--- src/rss_consts.vh ---
`ifndef RSS_CONSTS_VH
`define RSS_CONSTS_VH
// register byte addresses (apb, 32-bit words)
`define RSS_ADDR_STATUS 12'h000
`define RSS_ADDR_OSC 12'h004
`define RSS_ADDR_CAL 12'h008
`define RSS_ADDR_FLASH 12'h00C
`define RSS_ADDR_CTRL 12'h010
// status field positions
`define RSS_B_TRAP 15
`define RSS_B_OPC 14
`define RSS_B_CFG 9
`define RSS_B_VREG 8
`define RSS_B_PIN 7
`define RSS_B_SOFT 6
`define RSS_B_WDEN 5
`define RSS_B_WATCHDOG_TIMEOUT_FLAG 4
`define RSS_B_SLEEP 3
`define RSS_B_IDLE 2
`define RSS_B_BOR 1
`define RSS_B_POR 0
// implemented bits of the status word (13..10 unimplemented)
`define RSS_STATUS_MASK 16'hC3FF
`define RSS_STATUS_POR 16'h0003
// timing
`define RSS_TRST_NS 32000
`define RSS_TVREG_NS 10000
`define RSS_CLK_NS 40
`endif

--- src/rss_reset_status.v ---
// Summary of operation
// - any active reset source asserts the master system reset
// - every reset kind sets its own cause flag in the status register
// - power-on clears the status register except brown-out and power-on flags, set
// - software may set or clear flags; writes never cause a reset
// - bit 15 set by trap conflict, cleared by power-on or software
// - bit 14 set by illegal opcode, address mode or uninitialised register
// - bit 9 set by configuration mismatch, cleared by power-on or software
// - bit 8 high keeps regulator and program memory on in low power
// - bit 7 set by master-clear pin reset
// - bit 6 set by the software reset instruction
// - bit 5 enables watchdog; unprogrammed fuse forces watchdog on
// - bit 4 set by watchdog time-out; cleared by clear or power-save
// - bit 3 set entering sleep, bit 2 set entering idle
// - bits 1 and 0 set by power-on; bit 1 also by brown-out
// - bits 13 to 10 read zero and ignore writes
// - only status and oscillator depend on reset type; two regs power-on only
// - oscillator control after reset depends on type and fuse selection
// - undefined registers keep contents across every reset, power-on included
// - master reset is released only after the state-reset interval
`timescale 1ns/10ps
`default_nettype none
`include "rss_consts.vh"
module rss_reset_status #(
   parameter TRST_CYC = (`RSS_TRST_NS + `RSS_CLK_NS - 1) / `RSS_CLK_NS,
   parameter TVREG_CYC = (`RSS_TVREG_NS + `RSS_CLK_NS - 1) / `RSS_CLK_NS,
   parameter OSC_W = 3
) (
   input wire clk, // 25 mhz system clock
   input wire rstn, // power-on reset, active low
   input wire brownout_in, // brown-out detect, high active, async
   input wire master_clear_pin_n, // external pin reset, low active, async
   input wire soft_reset_req, // reset instruction pulse
   input wire wdt_timeout, // watchdog time-out pulse
   input wire cfg_mismatch, // configuration mismatch pulse
   input wire trap_conflict, // trap conflict pulse
   input wire bad_opcode, // illegal opcode or address mode pulse
   input wire uninit_wreg_reset, // uninitialised working register pulse
   input wire watchdog_clear_instr, // watchdog clear instruction pulse
   input wire sleep_instr, // power-save operand zero pulse
   input wire idle_instr, // power-save operand one pulse
   input wire wake_req, // wake-up event from sleep or idle
   input wire fuse_watchdog_enable, // watchdog fuse, 1 = unprogrammed
   input wire [OSC_W-1:0] initial_oscillator_select, // fuse field
   input wire [OSC_W-1:0] osc_current, // running oscillator selection
   input wire psel, // apb select
   input wire penable, // apb enable
   input wire pwrite, // apb direction
   input wire [11:0] paddr, // apb byte address
   input wire [31:0] pwdata, // apb write data
   output reg [31:0] prdata, // apb read data
   output reg pready, // apb ready
   output reg pslverr, // apb error, unmapped address
   output reg master_system_reset, // high while system is held in reset
   output reg watchdog_enabled, // watchdog runs
   output reg regulator_standby, // regulator in standby
   output reg program_mem_off, // program memory unpowered
   output reg core_halted, // core stopped in sleep, idle or wake delay
   output reg [OSC_W-1:0] oscillator_control_reg // oscillator selection at reset
);

////////////////////////////////////////////////////////////////////////////////
// pin synchronisers: three stages, change accepted when stages two and three agree
reg [2:0] bor_sync;
reg [2:0] pin_sync;
reg bor_lvl;
reg pin_lvl;
// a level only moves once the last two stages agree, so one glitch never counts
function settled;
   input [2:0] s;
   input cur;
   begin
      settled = (s[1] == s[2]) ? s[2] : cur;
   end
endfunction
// brown-out detector, idle low
always @(posedge clk or negedge rstn) begin
   if (!rstn) begin
      bor_sync <= 3'h0;
      bor_lvl <= 1'b0;
   end else begin
      bor_sync <= {bor_sync[1:0], brownout_in};
      bor_lvl <= settled(bor_sync, bor_lvl);
   end
end
// master-clear pin, inverted so its idle level is low and no false reset follows power-on
always @(posedge clk or negedge rstn) begin
   if (!rstn) begin
      pin_sync <= 3'h0;
      pin_lvl <= 1'b0;
   end else begin
      pin_sync <= {pin_sync[1:0], ~master_clear_pin_n};
      pin_lvl <= settled(pin_sync, pin_lvl);
   end
end

////////////////////////////////////////////////////////////////////////////////
// reset source combine; power-on is the async rstn itself
wire src_any;
wire bad_op;
assign bad_op = bad_opcode | uninit_wreg_reset;
assign src_any = bor_lvl | pin_lvl | soft_reset_req | wdt_timeout |
   cfg_mismatch | trap_conflict | bad_op;

////////////////////////////////////////////////////////////////////////////////
// apb decode; zero wait state, every access ends in its first access cycle
wire acc;
wire wr_any;
wire wr;
wire rd_ok;
assign acc = psel & penable;
assign wr_any = acc & pwrite;
assign wr = wr_any & (paddr == `RSS_ADDR_STATUS);
function is_mapped;
   input [11:0] a;
   begin
      is_mapped = (a == `RSS_ADDR_STATUS) || (a == `RSS_ADDR_OSC) ||
         (a == `RSS_ADDR_CAL) || (a == `RSS_ADDR_FLASH) || (a == `RSS_ADDR_CTRL);
   end
endfunction
assign rd_ok = is_mapped(paddr);

////////////////////////////////////////////////////////////////////////////////
// status register; hardware set wins over a software clear in the same cycle
reg [15:0] status;
reg [15:0] hw_set;
reg [15:0] hw_clr;
reg [15:0] next_status;
always @* begin
   hw_set = 16'h0000;
   hw_clr = 16'h0000;
   hw_set[`RSS_B_TRAP] = trap_conflict;
   hw_set[`RSS_B_OPC] = bad_op;
   hw_set[`RSS_B_CFG] = cfg_mismatch;
   hw_set[`RSS_B_PIN] = pin_lvl;
   hw_set[`RSS_B_SOFT] = soft_reset_req;
   hw_set[`RSS_B_WATCHDOG_TIMEOUT_FLAG] = wdt_timeout;
   hw_set[`RSS_B_SLEEP] = sleep_instr;
   hw_set[`RSS_B_IDLE] = idle_instr;
   hw_set[`RSS_B_BOR] = bor_lvl;
   hw_clr[`RSS_B_WATCHDOG_TIMEOUT_FLAG] = watchdog_clear_instr | sleep_instr | idle_instr;
   next_status = status;
   if (wr) next_status = pwdata[15:0];
   next_status = (next_status & ~hw_clr) | hw_set;
   next_status = next_status & `RSS_STATUS_MASK;
end
always @(posedge clk or negedge rstn) begin
   if (!rstn) status <= `RSS_STATUS_POR;
   else status <= next_status;
end

////////////////////////////////////////////////////////////////////////////////
// power-on-only registers: calibration and flash control survive other resets
reg [15:0] cal_reg;
reg [15:0] flash_reg;
reg [15:0] scratch; // no defined reset value: kept across every reset
always @(posedge clk or negedge rstn) begin
   if (!rstn) begin
      cal_reg <= 16'h0000;
      flash_reg <= 16'h0000;
   end else if (wr_any && !wr) begin
      if (paddr == `RSS_ADDR_CAL) cal_reg <= pwdata[15:0];
      if (paddr == `RSS_ADDR_FLASH) flash_reg <= pwdata[15:0];
   end
end
// scratch is deliberately never reset, so it is unknown after power-on
always @(posedge clk) begin
   if (wr_any && paddr == `RSS_ADDR_CTRL) scratch <= pwdata[15:0];
end

////////////////////////////////////////////////////////////////////////////////
// sequencer: hold reset for the state-reset interval; sleep/idle and wake delay
localparam ST_RST = 4'h1;
localparam ST_RUN = 4'h2;
localparam ST_LOW = 4'h4;
localparam ST_WAKE = 4'h8;
reg [3:0] state;
reg [3:0] next_state;
reg [15:0] cnt;
reg [15:0] next_cnt;
reg was_por;
reg low_standby;
always @* begin
   next_state = state;
   next_cnt = cnt;
   case (state)
      ST_RST: begin
         if (src_any) next_cnt = 16'h0000; // a fresh cause restarts the interval
         else if (cnt >= TRST_CYC[15:0] - 16'h0001) next_state = ST_RUN;
         else next_cnt = cnt + 16'h0001;
      end
      ST_RUN: begin
         if (sleep_instr | idle_instr) next_state = ST_LOW;
      end
      ST_LOW: begin
         next_cnt = 16'h0000;
         if (wake_req) next_state = low_standby ? ST_WAKE : ST_RUN;
      end
      ST_WAKE: begin
         if (cnt >= TVREG_CYC[15:0] - 16'h0001) next_state = ST_RUN;
         else next_cnt = cnt + 16'h0001;
      end
      default: next_state = ST_RST;
   endcase
   if (src_any) begin
      next_state = ST_RST;
      next_cnt = 16'h0000;
   end
end
always @(posedge clk or negedge rstn) begin
   if (!rstn) begin
      state <= ST_RST;
      cnt <= 16'h0000;
      was_por <= 1'b1;
      low_standby <= 1'b0;
   end else begin
      state <= next_state;
      cnt <= next_cnt;
      // a brown-out seen during this reset also asks for the fuse oscillator choice
      if (bor_lvl) was_por <= 1'b1;
      else if (next_state == ST_RUN) was_por <= 1'b0;
      // only a sleep entry with the regulator allowed to drop needs the wake delay
      if (state == ST_RUN && sleep_instr) low_standby <= ~status[`RSS_B_VREG];
      else if (state == ST_RUN && idle_instr) low_standby <= 1'b0;
   end
end

////////////////////////////////////////////////////////////////////////////////
// regulator standby and memory power-down share one decode
function standby_decode;
   input [3:0] ns;
   input [15:0] st;
   begin
      standby_decode = (ns == ST_LOW) & ~st[`RSS_B_VREG];
   end
endfunction

////////////////////////////////////////////////////////////////////////////////
// system reset and watchdog enable, launched from next-state values
always @(posedge clk or negedge rstn) begin
   if (!rstn) begin
      master_system_reset <= 1'b1;
      watchdog_enabled <= 1'b0;
   end else begin
      master_system_reset <= (next_state == ST_RST);
      watchdog_enabled <= fuse_watchdog_enable | next_status[`RSS_B_WDEN];
   end
end

// low-power outputs; memory and regulator always drop together
always @(posedge clk or negedge rstn) begin
   if (!rstn) begin
      regulator_standby <= 1'b0;
      program_mem_off <= 1'b0;
      core_halted <= 1'b0;
   end else begin
      regulator_standby <= standby_decode(next_state, next_status);
      program_mem_off <= standby_decode(next_state, next_status);
      core_halted <= (next_state == ST_LOW) | (next_state == ST_WAKE);
   end
end

// oscillator selection, reloaded on every edge spent in reset
always @(posedge clk or negedge rstn) begin
   if (!rstn) begin
      oscillator_control_reg <= {OSC_W{1'b0}};
   end else if (state == ST_RST) begin
      // power-on and brown-out take the fuse choice, other resets keep the running clock
      oscillator_control_reg <= (was_por | bor_lvl) ? initial_oscillator_select
         : osc_current;
   end
end

////////////////////////////////////////////////////////////////////////////////
// apb response; write to status never feeds src_any, so it cannot reset
always @(posedge clk or negedge rstn) begin
   if (!rstn) begin
      prdata <= 32'h00000000;
      pready <= 1'b0;
      pslverr <= 1'b0;
   end else begin
      pready <= psel & ~penable;
      pslverr <= psel & ~penable & ~rd_ok;
      prdata <= 32'h00000000;
      if (psel & ~penable & ~pwrite) begin
         case (paddr)
            `RSS_ADDR_STATUS: prdata <= {16'h0000, status};
            `RSS_ADDR_OSC: prdata <= {{(32-OSC_W){1'b0}}, oscillator_control_reg};
            `RSS_ADDR_CAL: prdata <= {16'h0000, cal_reg};
            `RSS_ADDR_FLASH: prdata <= {16'h0000, flash_reg};
            `RSS_ADDR_CTRL: prdata <= {16'h0000, scratch};
            default: prdata <= 32'h00000000;
         endcase
      end
   end
end

endmodule // rss_reset_status
`default_nettype wire

--- config.mk ---
export PLATFORM = sky130hd
export DESIGN_NAME = rss_reset_status
export DESIGN_NICKNAME = d
export VERILOG_FILES = /design/src/rss_reset_status.v
export VERILOG_INCLUDE_DIRS = /design/src /design/src/src
export SDC_FILE = /design/constraint.sdc
export NUM_CORES = 1
export LEC_CHECK = 0
export ABC_AREA = 1
export BUFFER_PORTS_ARGS = -buffer_cell sky130_fd_sc_hd__clkbuf_2
export CAP_MARGIN = 20
export CORE_MARGIN = 2
export CORE_UTILIZATION = 45
export CTS_CLUSTER_DIAMETER = 150
export DETAILED_ROUTE_END_ITERATION = 7
export GPL_ROUTABILITY_DRIVEN = 0
export HOLD_SLACK_MARGIN = 0.06
export PLACE_DENSITY = 0.74
export SYNTH_ARGS = -nofsm -noshare
export SYNTH_HDL_FRONTEND = slang
export SYNTH_SLANG_ARGS = --single-unit
--- constraint.sdc ---
create_clock -name clk -period 1.6 [get_ports clk]
set_clock_uncertainty 0.05 [all_clocks]
set_input_delay 0.08 -clock clk [delete_from_list [all_inputs] [get_ports clk]]
set_output_delay 0.08 -clock clk [all_outputs]
set_load 0.01 [all_outputs]
==> qor.txt <==
LOGIC SYNTHESIS
---------------------------------------------------------------------------------
Mapped Avg Cell Area                                                   8.96 sq um
Proportion of synthesized area in mux cells                                    0%
Cell type with the largest total area after synthesis                sky130_fd_sc_hd__dfrtp_1
Post-synthesis adder-cell area fraction                                     1.02%
Area share of and/or/nand/nor cells after synthesis                         25.8%
Share of synthesized registers carrying an async set or reset               86.1%
Top-area cell type share of the netlist area                                41.9%
Sequential fraction of the synthesis area                                   52.7%
Synth Cell Area                                                        5620 sq um
Largest cells by area after synthesis                                sky130_fd_sc_hd__dfrtp_1 (42%), sky130_fd_sc_hd__nand2_1 (8.7%), sky130_fd_sc_hd__edfxtp_1 (8.5%), sky130_fd_sc_hd__inv_1 (4.9%), sky130_fd_sc_hd__nor2_1 (4.9%)
Dominant combinational cell family by area after synthesis           simple AND/OR/NAND/NOR gates
XOR/XNOR share of the synthesized area                                     0.156%
Count of distinct cell types in the synthesized netlist                        44
Synthesis warning total                                                         0
Top_reg_cell synth                                                   sky130_fd_sc_hd__dfrtp_1
Instance count of the mapped netlist                                          627
Number of flops mapped to enable cells by yosys                                16
Library cell with the highest instance count after synthesis         sky130_fd_sc_hd__nand2_1
Flip-flop and latch count after synthesis                                     115
Top post-synthesis cells by count                                    sky130_fd_sc_hd__nand2_1 (130), sky130_fd_sc_hd__dfrtp_1 (94), sky130_fd_sc_hd__inv_1 (74), sky130_fd_sc_hd__nor2_1 (73), sky130_fd_sc_hd__nand3_1 (35)
Compound-gate portion of the synthesized area                               9.73%

FLOORPLAN
---------------------------------------------------------------------------------
Placement Rows                                                                 40
Die Footprint                                                         13400 sq um
Effective utilization at floorplan                                          46.4%
Vertical die dimension                                                     116 um
Die Span X                                                                 116 um
IO Pins                                                                       110
CORE AREA                                                             12100 sq um

GLOBAL ROUTE
---------------------------------------------------------------------------------
All-Layer GR Usage                                                          22.5%
Total congestion overflow after global routing                                  0
Antenna violations before repair                                                0
Via count of the first global-routing pass                                   4961
Largest net degree at the start of global routing                              38
Global-route wire length before repair                                    23.1 mm

DRT
---------------------------------------------------------------------------------
Residual DRC                                                                    0
WL per Instance                                                           14.8 um
Starting DRT DRC Count                                                        276
Router iterations before antenna repair                                         5
Routed vias                                                                  4829
Final Routed Wirelength                                                   14.3 mm
Drt via density                                                              5.01
Post-route ant nets                                                             0

CLOCK TREE
---------------------------------------------------------------------------------
Clock tree from TritonCTS                                                    done
Sink count of the clock tree                                                  115
Clock slew seen by the registers of the worst setup and hold paths        0.05 ns
Clock insertion delay at the later pin of the skew report                 0.41 ns
Maximum level of the CTS H-tree                                                 4
Library cell used as clock root buffer                               sky130_fd_sc_hd__clkbuf_16
Clock buffer count from CTS                                                    17
Maximum buffer depth of the clock tree                                          2

CRITICAL PATH
---------------------------------------------------------------------------------
Data arrival, critical path                                               1.89 ns
Critical-path top delay cell                                         sky130_fd_sc_hd__dfrtp_1
Launch point of the worst reg-to-reg path                                state[2]
Required time of the critical path                                        1.84 ns
Worst R2R End                                                              cnt[9]
CP startpoint                                                            state[2]
Cell mode on critical path                                           sky130_fd_sc_hd__buf_4
Internal reg-to-reg setup slack                                          -0.05 ns
Critical path class                                                    reg -> reg
Cells along the critical path                                        nor2_2 -> nand2_1 -> nor2_4 -> buf_4 -> nand3_4 -> buf_4 -> nand4_1 -> a21oi_1
Startpoint Class                                                        flip-flop
Register-to-Register Path Depth                                                 8
Worst-path fanout max                                                           7
Critical Path End Type                                                  flip-flop
Slowest Stage Delay on Critical Path                                      0.42 ns
Worst setup path endpoint                                                  cnt[9]

RUN STATUS
---------------------------------------------------------------------------------
Violations in the final reports                                      negative setup slack
Run status                                                           complete, but fails checks

TIMING
---------------------------------------------------------------------------------
Post-layout worst setup margin                                         -0.0504 ns
Slew at the pin closest to its max-slew limit                            0.509 ns
Number of hold violations in the final report                                   0
Slew Limit Fails                                                                0
Worst slew margin relative to its limit                                     66.0%
Setup repair after global routing missed its margin                          true
Post-route fraction of the period consumed by the critical path              103%
Max frequency                                                           0.606 GHz
Count of endpoints failing setup in the final report                           10
Clock period minus final worst setup slack                                1.65 ns

PWR
---------------------------------------------------------------------------------
Sequential fraction of design power                                         40.6%
Switching part of the total power                                           20.4%
Maximum vdd drop                                                         0.666 mV
Static Leak                                                               3.71 nW
PwrDens                                                               984 nW/um^2
Net switching power of the design                                       0.00151 W
Clk pwr share                                                               54.4%
Combinational Power Share                                                    5.0%
Internal Pwr Total                                                      0.00589 W

PLACED DESIGN
---------------------------------------------------------------------------------
Post-DP HPWL                                                              9.24 mm
Number of buffer cells added on primary ports                                  77
Pre-CTS setup slack                                                     -0.114 ns
Placed standard-cell area                                              6320 sq um
Number of cells in the design after placement                                 889

CELLS AND AREA
---------------------------------------------------------------------------------
Final antenna diode count                                                       0
Number of nets in the layout                                                  855
Area added between synthesis and finish                                     33.7%
Fraction of final layout cells with drive strength greater than 1           28.9%
Non-filler cells, final                                                       964
Design area                                                            7520 sq um

JOB
---------------------------------------------------------------------------------
Count of maximum capacitance violations                                         0

MIN PATH
---------------------------------------------------------------------------------
Hold crit path type                                                     in -> reg

-- layer usage --
| metal | wire (um) | track usage (%) | share of wire, % | vias up |
|---|---|---|---|---|
| met4 | 405 | 10.5 | 2.8 | 0 |
| met1 | 5670 | 26.8 | 40 | 2307 |
| met3 | 914 | 5.54 | 6.4 | 46 |
| met2 | 7270 | 38.5 | 51 | 171 |
| li1 | - | - | - | 2305 |
| met5 | 0 | 0 | 0 | - |
-- metrics by stage --
step | hold slack [ns] | TNS (ns) | total power [W] | util (%)
final | 0.0712 | -0.236 | 0.00739 | 62.1
after global routing | 0.0931 | -2.48 | 0.00762 | 62.1
after CTS | 0.0726 | -0.00595 | 0.00743 | 60.9
after detailed placement | 0.0354 | -0.630 | 0.00334 | 52.2
after global placement | 0.0272 | -0.0520 | 0.00333 | 52.2
after floorplan | -0.266 | 0 | 0.00318 | -
-- cells by family (layout without fill, tap and decap cells) --
family          after synthesis  in the layout
flops                       115            115
simple gates                298            298
xor+xnor                      1              1
buf+inv                     118            272
other cells                   1             16
compound gates               89             89
fa+ha+maj                     5              5
-- worst min path at each step --
stage,from,end,slack (ns),depth (start not counted)
floorplan,rstn,bor_lvl,-0.27,0
global placement,rstn,pready,0.03,1
detailed placement,rstn,pslverr,0.04,1
CTS,pwrite,prdata[2],0.07,3
global route,pwrite,prdata[3],0.09,3
finish,pwrite,prdata[2],0.07,3
-- cell type report --
cell class | instances | area [sq um]
clock inverters | 11 | 185
inverters | 84 | 322
clock buffers | 20 | 437
fillers | 964 | 4600
well taps | 168 | 210
flip-flops and latches | 115 | 2960
repair buffers | 157 | 1140
multi-input cells | 409 | 2250
-- worst max-delay path: cells and delay by family, from the launching register on --
family	cells	cell delay, ns
compound gates	1	0.08
buf+inv	2	0.32
flops	1	0.42
simple gates	5	0.68
-- repair_timing --
action | CTS | global route
hold endpoints to repair | 171 | 0
setup endpoints to repair | 15 | 22
gates resized for setup | 13 | 24
hold buffers | 38 | 0
setup buffers | 1 | 5
pin swaps | 4 | 13
-- power by group through the flow --
stage	combinational [W]	sequential (W)	clock (W)
floorplan	0.000126	0.00306	0
global placement	0.000282	0.00305	0
detailed placement	0.000288	0.00305	0
CTS	0.000367	0.00300	0.00406
global route	0.000407	0.00300	0.00421
finish	0.000370	0.00300	0.00402
-- cells in the final DEF (no fill, tap or decap), types with 8 or more instances in the layout --
cell type / synthesis / final
sky130_fd_sc_hd__nand4_1: 19 / 19
sky130_fd_sc_hd__dlygate4sd3_1: 0 / 38
sky130_fd_sc_hd__buf_4: 19 / 34
sky130_fd_sc_hd__nor2_1: 73 / 65
sky130_fd_sc_hd__clkbuf_16: 0 / 17
sky130_fd_sc_hd__nand2_1: 130 / 126
sky130_fd_sc_hd__nand3_1: 35 / 31
sky130_fd_sc_hd__clkbuf_2: 0 / 76
sky130_fd_sc_hd__inv_2: 7 / 8
sky130_fd_sc_hd__dfrtp_1: 94 / 94
sky130_fd_sc_hd__edfxtp_1: 16 / 16
sky130_fd_sc_hd__conb_1: 1 / 16
sky130_fd_sc_hd__o21ai_1: 23 / 23
sky130_fd_sc_hd__o21ai_2: 15 / 15
sky130_fd_sc_hd__a21oi_1: 17 / 15
sky130_fd_sc_hd__o21ai_0: 21 / 21
sky130_fd_sc_hd__inv_1: 74 / 73
sky130_fd_sc_hd__nor2_2: 6 / 13
Note: power is estimated with default switching activity, not from simulation.
